[src/ppc_pkg.sv]
/*
 * ppc_pkg: shared constants for the pad pull control block (pin counts,
 * register offsets, control bits, reset values, phase enumeration).
 * Assumes: a 32-bit classic Wishbone register bus with byte addresses.
 */
package ppc_pkg;

  // ****************************************
  // pin population
  // ****************************************
  localparam int PA_PINS = 16;
  localparam int PB_PINS = 16;
  localparam int PC_PINS = 15;
  localparam int NPORT   = 3;

  // ****************************************
  // register bus
  // ****************************************
  localparam int ADR_W = 8;
  localparam int DAT_W = 32;

  localparam logic [7:0] OFF_CTRL = 8'h00;
  localparam logic [7:0] OFF_STAT = 8'h04;
  localparam logic [7:0] OFF_OE   = 8'h10;
  localparam logic [7:0] OFF_IE   = 8'h20;
  localparam logic [7:0] OFF_CARD = 8'h30;
  localparam logic [7:0] OFF_PDX  = 8'h40;
  localparam logic [7:0] OFF_PU   = 8'h50;
  localparam logic [7:0] OFF_PD   = 8'h60;

  localparam int CTRL_POLICY_BIT = 0;
  localparam int CTRL_RUN_BIT    = 1;
  localparam int STAT_RUN_BIT    = 0;

  localparam logic [31:0] RST_PIN_REG = 32'h0000_0000;
  localparam logic        RST_POLICY  = 1'b0;

  typedef enum logic {PH_BOOT, PH_RUN} ppc_phase_t;

endpackage

[src/ppc_pin_term.sv]
/*
 * ppc_pin_term: registered termination and enable decision for one pad.
 * Assumes: inputs are synchronous to clk_i; the hardware reset is rst_i.
 */
`timescale 1ns/10ps
module ppc_pin_term (
  input  wire logic clk_i,
  input  wire logic rst_i,
  input  wire logic run_i,
  input  wire logic policy_i,
  input  wire logic ie_i,
  input  wire logic oe_i,
  input  wire logic card_i,
  input  wire logic pdx_i,
  output logic      pu_o,
  output logic      pd_o,
  output logic      oe_o,
  output logic      ie_o
);

  // ****************************************
  // termination decision
  // ****************************************
  always_ff @(posedge clk_i) begin
    if (rst_i) begin
      // pad three-state: no drive, no pull
      pu_o <= 1'b0; // RULE1
      pd_o <= 1'b0; // RULE1
      oe_o <= 1'b0; // RULE1
      ie_o <= 1'b0;
    end else if (!run_i) begin
      pu_o <= 1'b1; // RULE2
      pd_o <= 1'b0;
      oe_o <= 1'b0;
      ie_o <= 1'b0;
    end else begin
      oe_o <= oe_i; // RULE3
      ie_o <= ie_i; // RULE3
      pd_o <= pdx_i & ~oe_i; // RULE8
      // pull-down pins and card pins never take the pull-up
      pu_o <= ~pdx_i & ~card_i & ~oe_i & (policy_i | ~ie_i); // RULE5 RULE6 RULE7 RULE9
    end
  end

endmodule

[src/ppc_pad_pull.sv]
/*
 * ppc_pad_pull: pull-up / pull-down control for the port A, B and C pads,
 * with per-pin enables, policy and function selects over classic Wishbone.
 * Assumes: one clock clk_i; rst_i follows the hardware reset pin; the pad
 * ring applies the pull and enable levels driven here.
 */
// How it works
// RULE1: hardware reset holds every pad three-state, unpulled
// RULE2: between reset and software start, all pads pull up
// RULE3: once running, pads follow software input/output enables
// RULE4: covers port A 16, B 16, C pins 0-14
// RULE5: policy 0: pull-up only when both enables off
// RULE6: policy 1: pull-up whenever output enable off
// RULE7: once running, card-interface pins never get the pull-up
// RULE8: strobe/select pins pull down when output disabled
// RULE9: pull-down pins never pull up simultaneously
`timescale 1ns/10ps
module ppc_pad_pull
  import ppc_pkg::*;
#(
  parameter int PA_W = ppc_pkg::PA_PINS,
  parameter int PB_W = ppc_pkg::PB_PINS,
  parameter int PC_W = ppc_pkg::PC_PINS,
  parameter int NPIN = PA_W + PB_W + PC_W
) (
  input  wire logic                      clk_i,
  input  wire logic                      rst_i,
  input  wire logic                      wb_cyc_i,
  input  wire logic                      wb_stb_i,
  input  wire logic                      wb_we_i,
  input  wire logic [ppc_pkg::ADR_W-1:0] wb_adr_i,
  input  wire logic [3:0]                wb_sel_i,
  input  wire logic [ppc_pkg::DAT_W-1:0] wb_dat_i,
  output logic      [ppc_pkg::DAT_W-1:0] wb_dat_o,
  output logic                           wb_ack_o,
  output logic      [NPIN-1:0]           pad_pu_o,
  output logic      [NPIN-1:0]           pad_pd_o,
  output logic      [NPIN-1:0]           pad_oe_o,
  output logic      [NPIN-1:0]           pad_ie_o
);
  import ppc_pkg::*;

  // one 32-bit register word per port, so wider ports cannot be served
  if (PA_W < 1 || PA_W > 32 || PB_W < 1 || PB_W > 32 || PC_W < 1 || PC_W > 32 ||
      NPIN != PA_W + PB_W + PC_W) begin : g_bad_width
    $error("ppc_pad_pull: each port needs 1 to 32 pins");
  end

  // ****************************************
  // helpers
  // ****************************************
  function automatic int port_w(input int p);
    return (p == 0) ? PA_W : (p == 1) ? PB_W : PC_W;
  endfunction

  function automatic int port_base(input int p);
    return (p == 0) ? 0 : (p == 1) ? PA_W : PA_W + PB_W;
  endfunction

  function automatic logic hit(input logic [7:0] adr, input logic [7:0] base, input int p);
    return adr == 8'(base + 8'(4 * p));
  endfunction

  function automatic logic [31:0] merge(input logic [31:0] old, input logic [31:0] nw,
                                        input logic [3:0] sel);
    logic [31:0] r;
    r = old;
    for (int b = 0; b < 4; b++) begin
      if (sel[b]) r[8*b +: 8] = nw[8*b +: 8];
    end
    return r;
  endfunction

  // ****************************************
  // bus handshake
  // ****************************************
  logic        req;
  logic        wr;
  logic        ack_q;
  logic [31:0] dat_q;
  logic [31:0] rd_d;

  assign req = wb_cyc_i & wb_stb_i & ~ack_q;
  assign wr  = req & wb_we_i;

  always_ff @(posedge clk_i) begin
    if (rst_i) ack_q <= 1'b0;
    else       ack_q <= req;
  end

  // unmapped offsets answer with zero data and ignore writes
  always_ff @(posedge clk_i) begin
    if (rst_i)    dat_q <= 32'h0000_0000;
    else if (req) dat_q <= rd_d;
  end

  assign wb_ack_o = ack_q;
  assign wb_dat_o = dat_q;

  // ****************************************
  // control: policy and boot phase
  // ****************************************
  logic       policy_q;
  ppc_phase_t phase_q;
  logic       run;

  assign run = (phase_q == PH_RUN);

  always_ff @(posedge clk_i) begin
    if (rst_i)
      policy_q <= RST_POLICY;
    else if (wr && wb_adr_i == OFF_CTRL && wb_sel_i[0])
      policy_q <= wb_dat_i[CTRL_POLICY_BIT];
  end

  // software announces it is running; only reset returns to boot
  always_ff @(posedge clk_i) begin
    if (rst_i) begin
      phase_q <= PH_BOOT;
    end else begin
      unique case (phase_q)
        PH_BOOT: if (wr && wb_adr_i == OFF_CTRL && wb_sel_i[0] && wb_dat_i[CTRL_RUN_BIT])
                   phase_q <= PH_RUN;
        PH_RUN:  phase_q <= PH_RUN;
      endcase
    end
  end

  // ****************************************
  // per-port pin settings
  // ****************************************
  logic [31:0]     oe_q   [NPORT];
  logic [31:0]     ie_q   [NPORT];
  logic [31:0]     card_q [NPORT];
  logic [31:0]     pdx_q  [NPORT];
  logic [31:0]     pu_rd  [NPORT];
  logic [31:0]     pd_rd  [NPORT];
  logic [NPIN-1:0] oe_vec;
  logic [NPIN-1:0] ie_vec;
  logic [NPIN-1:0] card_vec;
  logic [NPIN-1:0] pdx_vec;

  for (genvar p = 0; p < NPORT; p++) begin : g_port
    localparam int          W    = port_w(p);
    localparam int          BASE = port_base(p);
    localparam logic [31:0] MASK = 32'((64'h1 << W) - 64'h1);

    // bits above the port's last pin stay zero
    always_ff @(posedge clk_i) begin
      if (rst_i) begin
        oe_q[p]   <= RST_PIN_REG;
        ie_q[p]   <= RST_PIN_REG;
        card_q[p] <= RST_PIN_REG;
        pdx_q[p]  <= RST_PIN_REG;
      end else if (wr) begin
        if (hit(wb_adr_i, OFF_OE, p))   oe_q[p]   <= merge(oe_q[p], wb_dat_i, wb_sel_i) & MASK; // RULE4
        if (hit(wb_adr_i, OFF_IE, p))   ie_q[p]   <= merge(ie_q[p], wb_dat_i, wb_sel_i) & MASK; // RULE4
        if (hit(wb_adr_i, OFF_CARD, p)) card_q[p] <= merge(card_q[p], wb_dat_i, wb_sel_i) & MASK;
        if (hit(wb_adr_i, OFF_PDX, p))  pdx_q[p]  <= merge(pdx_q[p], wb_dat_i, wb_sel_i) & MASK;
      end
    end

    assign oe_vec[BASE +: W]   = oe_q[p][W-1:0];
    assign ie_vec[BASE +: W]   = ie_q[p][W-1:0];
    assign card_vec[BASE +: W] = card_q[p][W-1:0];
    assign pdx_vec[BASE +: W]  = pdx_q[p][W-1:0];
    assign pu_rd[p]            = 32'(pad_pu_o[BASE +: W]);
    assign pd_rd[p]            = 32'(pad_pd_o[BASE +: W]);
  end

  // ****************************************
  // read mux
  // ****************************************
  always_comb begin
    rd_d = 32'h0000_0000;
    if (wb_adr_i == OFF_CTRL) begin
      rd_d[CTRL_POLICY_BIT] = policy_q;
      rd_d[CTRL_RUN_BIT]    = run;
    end
    if (wb_adr_i == OFF_STAT) rd_d[STAT_RUN_BIT] = run;
    for (int p = 0; p < NPORT; p++) begin
      if (hit(wb_adr_i, OFF_OE, p))   rd_d = oe_q[p];
      if (hit(wb_adr_i, OFF_IE, p))   rd_d = ie_q[p];
      if (hit(wb_adr_i, OFF_CARD, p)) rd_d = card_q[p];
      if (hit(wb_adr_i, OFF_PDX, p))  rd_d = pdx_q[p];
      if (hit(wb_adr_i, OFF_PU, p))   rd_d = pu_rd[p];
      if (hit(wb_adr_i, OFF_PD, p))   rd_d = pd_rd[p];
    end
  end

  // ****************************************
  // pad cells
  // ****************************************
  for (genvar i = 0; i < NPIN; i++) begin : g_pin
    ppc_pin_term u_term (
      .clk_i    (clk_i),
      .rst_i    (rst_i),
      .run_i    (run),
      .policy_i (policy_q),
      .ie_i     (ie_vec[i]),
      .oe_i     (oe_vec[i]),
      .card_i   (card_vec[i]),
      .pdx_i    (pdx_vec[i]),
      .pu_o     (pad_pu_o[i]),
      .pd_o     (pad_pd_o[i]),
      .oe_o     (pad_oe_o[i]),
      .ie_o     (pad_ie_o[i])
    );
  end

  // ****************************************
  // assertions
  // ****************************************
  localparam logic [NPIN-1:0] ALL_ONE = {NPIN{1'b1}};

  a_reset_tristate: assert property (@(posedge clk_i) $past(rst_i) |-> // RULE1
    (pad_pu_o == '0) && (pad_pd_o == '0) && (pad_oe_o == '0))
    else $error("pad not three-state after reset cycle");

  a_boot_pullup: assert property (@(posedge clk_i) disable iff (rst_i) // RULE2
    ($past(phase_q) == PH_BOOT && !$past(rst_i)) |-> (pad_pu_o == ALL_ONE) && (pad_oe_o == '0))
    else $error("boot phase pull-up missing");

  a_run_enables: assert property (@(posedge clk_i) disable iff (rst_i) // RULE3
    ($past(run) && !$past(rst_i)) |-> (pad_oe_o == $past(oe_vec)) && (pad_ie_o == $past(ie_vec)))
    else $error("pad enables do not follow software");

  a_port_width: assert property (@(posedge clk_i) disable iff (rst_i) // RULE4
    ((oe_q[2] >> PC_W) == 32'h0) && ((ie_q[2] >> PC_W) == 32'h0))
    else $error("port C bits beyond last pin set");

  a_policy_zero: assert property (@(posedge clk_i) disable iff (rst_i) // RULE5
    ($past(run) && !$past(policy_q) && !$past(rst_i)) |->
      pad_pu_o == $past(~oe_vec & ~ie_vec & ~card_vec & ~pdx_vec))
    else $error("policy 0 pull-up wrong");

  a_policy_one: assert property (@(posedge clk_i) disable iff (rst_i) // RULE6
    ($past(run) && $past(policy_q) && !$past(rst_i)) |->
      pad_pu_o == $past(~oe_vec & ~card_vec & ~pdx_vec))
    else $error("policy 1 pull-up wrong");

  a_card_no_pull: assert property (@(posedge clk_i) disable iff (rst_i) // RULE7
    ($past(run) && !$past(rst_i)) |-> (pad_pu_o & $past(card_vec)) == '0)
    else $error("pull-up on card-interface pin");

  a_pulldown_sel: assert property (@(posedge clk_i) disable iff (rst_i) // RULE8
    ($past(run) && !$past(rst_i)) |-> pad_pd_o == $past(pdx_vec & ~oe_vec))
    else $error("pull-down wrong on select pin");

  a_pull_exclusive: assert property (@(posedge clk_i) disable iff (rst_i) // RULE9
    (pad_pu_o & pad_pd_o) == '0)
    else $error("pull-up and pull-down both on");

  a_bus_ack: assert property (@(posedge clk_i) disable iff (rst_i)
    (wb_cyc_i && wb_stb_i && !wb_ack_o) |=> wb_ack_o ##1 !wb_ack_o)
    else $error("bus ack not single cycle");

  c_enter_run: cover property (@(posedge clk_i) disable iff (rst_i)
    $past(phase_q) == PH_BOOT && phase_q == PH_RUN);
  c_policy_one: cover property (@(posedge clk_i) disable iff (rst_i)
    run && policy_q && (pad_pu_o & pad_ie_o) != '0);
  c_pulldown: cover property (@(posedge clk_i) disable iff (rst_i) pad_pd_o != '0);

endmodule

[config.mk]
export PLATFORM = sky130hd
export DESIGN_NAME = ppc_pad_pull
export DESIGN_NICKNAME = d
export VERILOG_FILES = /design/src/ppc_pkg.sv /design/src/ppc_pin_term.sv /design/src/ppc_pad_pull.sv
export SDC_FILE = /design/constraint.sdc
export NUM_CORES = 1
export LEC_CHECK = 0
export BUFFER_PORTS_ARGS = -buffer_cell sky130_fd_sc_hd__buf_2
export CORE_ASPECT_RATIO = 1.1
export CORE_MARGIN = 1
export CORE_UTILIZATION = 51
export DETAILED_ROUTE_END_ITERATION = 8
export PLACE_DENSITY = 0.76
export SYNTH_ARGS = -nofsm -noshare
export SYNTH_HDL_FRONTEND = slang
export SYNTH_HIERARCHICAL = 1
export SYNTH_SLANG_ARGS = --single-unit
[constraint.sdc]
create_clock -name clk_i -period 4.46 [get_ports clk_i]
set_clock_uncertainty 0.15 [all_clocks]
set_input_delay 0.892 -clock clk_i [delete_from_list [all_inputs] [get_ports clk_i]]
set_output_delay 0.892 -clock clk_i [all_outputs]
set_load 0.01 [all_outputs]
# After elaboration in Yosys (flattened, before gate mapping)
# Memory sizes are Yosys's and may differ from the RTL's.
# Index checks and enable logic that the tools add are counted.
dict set report word_totals {
  reg_bits 223
  mem_bits_rw 192
  in_bits 49
  output_inout_bits 221
  wordCells 887
  memories 4
}
dict set report op_classes {
  n_eq_ne 19
  n_mux 227
  n_bitwise 440
  n_reduce_logical 5
}
# memory words word_bits rd rd_ports_with_merged_regs wr line_no
set memory_table {}
lappend memory_table {card_q 3 16 3 0 3 ppc_pad_pull.sv:134} ;# logic [31:0] card_q [NPORT];
lappend memory_table {ie_q 3 16 3 0 3 ppc_pad_pull.sv:133} ;# logic [31:0] ie_q [NPORT];
lappend memory_table {oe_q 3 16 3 0 3 ppc_pad_pull.sv:132} ;# logic [31:0] oe_q [NPORT];
lappend memory_table {pdx_q 3 16 3 0 3 ppc_pad_pull.sv:135} ;# logic [31:0] pdx_q [NPORT];
# op n
set op_table {}
lappend op_table {{8-bit 2-to-1 mux} 80}
lappend op_table {{32-bit 2-to-1 mux} 18}
lappend op_table {{16-bit 2-to-1 mux} 12}
lappend op_table {{1-bit bitwise AND} 191}
lappend op_table {{1-bit inverter} 190}
lappend op_table {{7-bit 2-to-1 mux} 16}
lappend op_table {{1-bit 2-to-1 mux} 99}
lappend op_table {{8-bit by 7-bit == test with 1-bit output (second input constant)} 9}
lappend op_table {{1-bit OR} 59}
lappend op_table {{8-bit by 6-bit == test with 1-bit output (second input constant)} 6}
lappend op_table {{8-bit by 5-bit == test with 1-bit output (second input constant)} 3}
lappend op_table {{8-bit by 3-bit == test with 1-bit output (second input constant)} 1}
lappend op_table {{8-bit logical NOT} 1}
lappend op_table {{1-bit logical AND} 3}
lappend op_table {{2-bit 2-to-1 mux} 1}
lappend op_table {{1-bit one-hot mux with 2 select lines} 1}
lappend op_table {{2-bit OR reduction} 1}

# Longest topological paths before layout
dict set report depth {
  word_depth 21
  mapped_depth 10
  depth_no_buf 6
}

# By module
# The synthesis kept the hierarchy.
# module instances cells_each area_per_inst_um2
set modules_own_cells {}
lappend modules_own_cells {ppc_pad_pull 1 1081 11259.5}
lappend modules_own_cells {ppc_pin_term 47 10 131.4}

# Least setup slack after synthesis
# No wires, ideal clock.
dict set report synth_timing {
  path_kind {reg-to-reg}
  start {register phase_q}
  end {register dat_q[1] (netlist: wb_dat_o[1])}
  t_arrival_ps 4216
  slack_ps 35
  path_stages_with_launch 7
  n_path_buf 0
  cell_sequence {dfxtp_1 mux2i_1 nor3_1 o21ai_0 o211ai_1 nor4bb_1 o211a_1}
}
dict set report synth_between {
  elab_chain_cells 19
}
# element line_no
set synth_lines {}
lappend synth_lines {{start, declared} ppc_pad_pull.sv:104} ;# ppc_phase_t phase_q;
lappend synth_lines {{start signal, assigned} ppc_pad_pull.sv:119} ;# phase_q <= PH_BOOT;
lappend synth_lines {{start signal, assigned} ppc_pad_pull.sv:123} ;# phase_q <= PH_RUN;
lappend synth_lines {{start signal, assigned} ppc_pad_pull.sv:124} ;# PH_RUN: phase_q <= PH_RUN;
lappend synth_lines {{2-bit 2-to-1 mux} ppc_pad_pull.sv:176} ;# if (wb_adr_i == OFF_CTRL) begin
lappend synth_lines {{32-bit 2-to-1 mux} ppc_pad_pull.sv:182} ;# if (hit(wb_adr_i, OFF_OE, p)) rd_d = oe_q[p];
lappend synth_lines {{32-bit 2-to-1 mux} ppc_pad_pull.sv:183} ;# if (hit(wb_adr_i, OFF_IE, p)) rd_d = ie_q[p];
lappend synth_lines {{32-bit 2-to-1 mux} ppc_pad_pull.sv:184} ;# if (hit(wb_adr_i, OFF_CARD, p)) rd_d = card_q[p];
lappend synth_lines {{32-bit 2-to-1 mux} ppc_pad_pull.sv:185} ;# if (hit(wb_adr_i, OFF_PDX, p)) rd_d = pdx_q[p];
lappend synth_lines {{32-bit 2-to-1 mux} ppc_pad_pull.sv:186} ;# if (hit(wb_adr_i, OFF_PU, p)) rd_d = pu_rd[p];
lappend synth_lines {{32-bit 2-to-1 mux} ppc_pad_pull.sv:187} ;# if (hit(wb_adr_i, OFF_PD, p)) rd_d = pd_rd[p];
lappend synth_lines {{32-bit 2-to-1 mux} ppc_pad_pull.sv:182}
lappend synth_lines {{(+3 left out)} -}
lappend synth_lines {{32-bit 2-to-1 mux} ppc_pad_pull.sv:186}
lappend synth_lines {{32-bit 2-to-1 mux} ppc_pad_pull.sv:187}
lappend synth_lines {{32-bit 2-to-1 mux} ppc_pad_pull.sv:182}
lappend synth_lines {{32-bit 2-to-1 mux} ppc_pad_pull.sv:183}
lappend synth_lines {{32-bit 2-to-1 mux} ppc_pad_pull.sv:184}
lappend synth_lines {{32-bit 2-to-1 mux} ppc_pad_pull.sv:185}
lappend synth_lines {{32-bit 2-to-1 mux} ppc_pad_pull.sv:186}
lappend synth_lines {{32-bit 2-to-1 mux} ppc_pad_pull.sv:187}
lappend synth_lines {{end signal, assigned} ppc_pad_pull.sv:94} ;# else if (req) dat_q <= rd_d;
lappend synth_lines {{end, declared} ppc_pad_pull.sv:80} ;# logic [31:0] dat_q;
# No other way between the ends.
# A chain may end at the register's enable or synchronous reset.

# Final worst setup path
dict set report layout_timing {
  start {input wb_adr_i[4] (netlist bit)}
  end {register dat_q[7] (netlist: wb_dat_o[7])}
}
dict set report layout_between {
  elab_chain_cells 19
}
# element line_no
set layout_lines {}
lappend layout_lines {{start, declared} ppc_pad_pull.sv:31} ;# input wire logic [ppc_pkg::ADR_W-1:0] wb_adr_i,
lappend layout_lines {{8-bit by 5-bit == test with 1-bit output} ppc_pad_pull.sv:61} ;# return adr == 8'(base + 8'(4 * p));
lappend layout_lines {{32-bit 2-to-1 mux} ppc_pad_pull.sv:182}
lappend layout_lines {{32-bit 2-to-1 mux} ppc_pad_pull.sv:183}
lappend layout_lines {{32-bit 2-to-1 mux} ppc_pad_pull.sv:184}
lappend layout_lines {{32-bit 2-to-1 mux} ppc_pad_pull.sv:185}
lappend layout_lines {{32-bit 2-to-1 mux} ppc_pad_pull.sv:186}
lappend layout_lines {{32-bit 2-to-1 mux} ppc_pad_pull.sv:187}
lappend layout_lines {{32-bit 2-to-1 mux} ppc_pad_pull.sv:182}
lappend layout_lines {{(+3 left out)} -}
lappend layout_lines {{32-bit 2-to-1 mux} ppc_pad_pull.sv:186}
lappend layout_lines {{32-bit 2-to-1 mux} ppc_pad_pull.sv:187}
lappend layout_lines {{32-bit 2-to-1 mux} ppc_pad_pull.sv:182}
lappend layout_lines {{32-bit 2-to-1 mux} ppc_pad_pull.sv:183}
lappend layout_lines {{32-bit 2-to-1 mux} ppc_pad_pull.sv:184}
lappend layout_lines {{32-bit 2-to-1 mux} ppc_pad_pull.sv:185}
lappend layout_lines {{32-bit 2-to-1 mux} ppc_pad_pull.sv:186}
lappend layout_lines {{32-bit 2-to-1 mux (*)} ppc_pad_pull.sv:187}
# Mark *: on every way between the ends. The rest lies on a longest branch, timed or not.

==> results.ini <==
[yosys]
synth_xor_area_share_pct=0
synth_top_family_by_area=simple AND/OR/NAND/NOR gates
synth-compound-area-share_pct=18.2
synthMuxAreaShare_pct=1.41
synth_warnings=6
synth-main-ff-cell=dfxtp_1
syn-instance-count=1551
synth-simple-area-share_pct=20.1
ys_seq_area_share_pct=56.2
synthAdderAreaFrac_pct=0
synth_edf_count=188
yosysUniqueCellTypes=66
ys_ff_latch=395
synth-async-reset-ratio_pct=0
avgSynthCellArea_sq_um=11.2
syn-cell-area_sq_um=17400

[sta]
slew_viol_final=0
rsz0062_at_grt=no
setup_ws_ns=0.918
slew_headroom_pct=24.3
setup_viol=0
tightest_slew_ns=1.13
finalCritPeriodShare_pct=79.4
tns_ns=0
max_freq_mhz=282
hold_viol_final=0
fin_crit_ns=3.54

[cells_and_area]
nFillCells=2738
syn_to_final_growth_pct=17.6
layout-drive-gt1-share_pct=20.4
diodes=0
final_common_cell=buf_2
ff_latch_area_sq_um=9790
nets=1830
multiInputGateArea_sq_um=6980
mostFrequentLayoutCells=buf_2 (234), dfxtp_1 (206), and2_1 (188), edfxtp_1 (188), and3b_1 (94)

[detailed_routing]
wl_per_cell_um=25.8
wl_um=58000
vias=14257
firstDrtPassIters=5
first_iter_violations=1798
viasPerCell=6.36
drc_errors=0
final_antenna_net_count=0

[clock_tree]
cts_tree=done
cts_buffers=40
clock_path_buffers=3
hold_buffers=0
cts_resized=0
postCtsSetupBuffers=0
clk_pin_slew_ns=0.06
h-tree-depth=2
cts_sinks=395
clock_latency_ns=0.55
cts_root_buffer=clkbuf_16

[hold_path]
hp-start=wb_dat_o[4]
min_delay_worst_endpoint=wb_dat_o[4]
hold_class=flip-flop to flip-flop
hold_depth=2

[global_route]
antenna_found_initial=2
grt_max_degree=103
grt_pass1_vias=13575
grt-ovfl-total=0
grt_pass1_wl_um=84600
grt_usage_pct=32.7

[die]
die_w_um=178
die_h_um=196
coreArea_sq_um=33500
start_util_pct=52.1
row_count=70
die_area_sq_um=34900
num_io_pins=270

[flow_run]
maxCapViolCount=0

[worst_setup_path]
worstRegToRegCells=6
cp.required_ns=4.71
r2r_setup_slack_ns=1.72
r2r_start=wb_ack_o
path_class=input port to flip-flop
cp.arrival_ns=3.80
critPathMaxFanout=67
worstSetupStartpointType=input port
endpoint_kind=flip-flop
reg2reg_to=card_q[1][2]

[pwr]
p_leak_nw=8.66
p_total_w=0.00798
vdd_drop_max_uv=326
power_density_nw_per_um2=389

[place]
io_buffers=235
gp_congestion=0.990
place_ws_ns=0.549
place_hpwl_um=39500

[run_status]
outcome=finished, final reports clean

==> flip-flops by register name, summed over array words and instances (netlist names), 47 cells and up <==
register / flops
pdx_q: 47
g_pin.u_term/pd_o: 47
card_q: 47
ie_q: 47
g_pin.u_term/oe_o: 47
g_pin.u_term/ie_o: 47
oe_q: 47
g_pin.u_term/pu_o: 47
==> kinds of logic after synthesis <==
| kind of cell | count (synthesis) |
|---|---|
| other | 1 |
| muxes | 24 |
| AOI/OAI and AO/OA | 450 |
| DFF | 395 |
| and+or+nand+nor | 510 |
| buffers and inverters | 171 |
==> cell type report <==
class / count / area share (%)
clock inverters: 16 / 0.781
inverters: 60 / 1.10
multi-input cells: 1000 / 34.0
flip-flops and latches: 395 / 47.7
well taps: 432 / 2.64
repair buffers: 284 / 7.68
clock buffers: 56 / 6.02
==> critical path, stage by stage <==
cell	delay [ns]
buf_2	0.47
buf_12	0.40
nand4bb_1	0.66
o221ai_1	0.52
a22oi_1	0.21
o21ai_0	0.44
a31oi_1	0.17
==> synthesized netlist by cell type (47+ instances only) <==
cell type | count | area share, %
dfxtp_1 | 207 | 24
and3b_1 | 94 | 4.7
o21ai_0 | 84 | 2.4
inv_1 | 59 | 1.3
and2_1 | 188 | 6.7
edfxtp_1 | 188 | 32
nand2_1 | 57 | 1.2
a21oi_1 | 56 | 1.6
nor2_1 | 55 | 1.2
o31a_1 | 47 | 2.4
clkbuf_1 | 71 | 1.5
a311oi_1 | 49 | 2.5
and4bb_1 | 47 | 3.4
==> stage by stage <==
stage                     std cells  hold slack (ns)  instance area (sq um)  util, %
final                          2243            0.326                  20500     61.3
after global routing           2243            0.354                  20500     61.3
after CTS                      2243            0.331                  20500     61.3
after detailed placement       2171            0.318                  19100     57.1
after global placement         2171            0.328                  19100     57.1
after floorplan                1566            0.300                  17500        -
==> per-layer routing <==
metal	part of all wire, %	global-route usage, %	up-vias
met3	10	7.34	159
li1	-	-	6277
met5	0.021	0	-
met1	39	43.2	6932
met2	46	51.5	887
met4	4.3	14.3	2
==> how the worst max path moves through the flow <==
stage	endpoint	cells past startpoint	startpoint	slack [ns]
after detailed placement	wb_dat_o[7]	7	wb_adr_i[4]	0.55
after global placement	wb_dat_o[7]	7	wb_adr_i[4]	0.58
after CTS	wb_dat_o[7]	7	wb_adr_i[4]	1.03
after floorplan	wb_dat_o[1]	6	phase_q	0.04
after global routing	wb_dat_o[7]	7	wb_adr_i[4]	0.92
final	wb_dat_o[7]	7	wb_adr_i[4]	0.92
==> where the power goes <==
group          switching [W]  total (W)  internal, W  leakage [nW]
Sequential         0.0000914    0.00397      0.00388          3.59
Combinational       0.000332   0.000485     0.000153          4.37
Clock                0.00142    0.00352      0.00211         0.699
Total                0.00184    0.00798      0.00614          8.66
No activity file was read; power rests on OpenSTA's default activity.
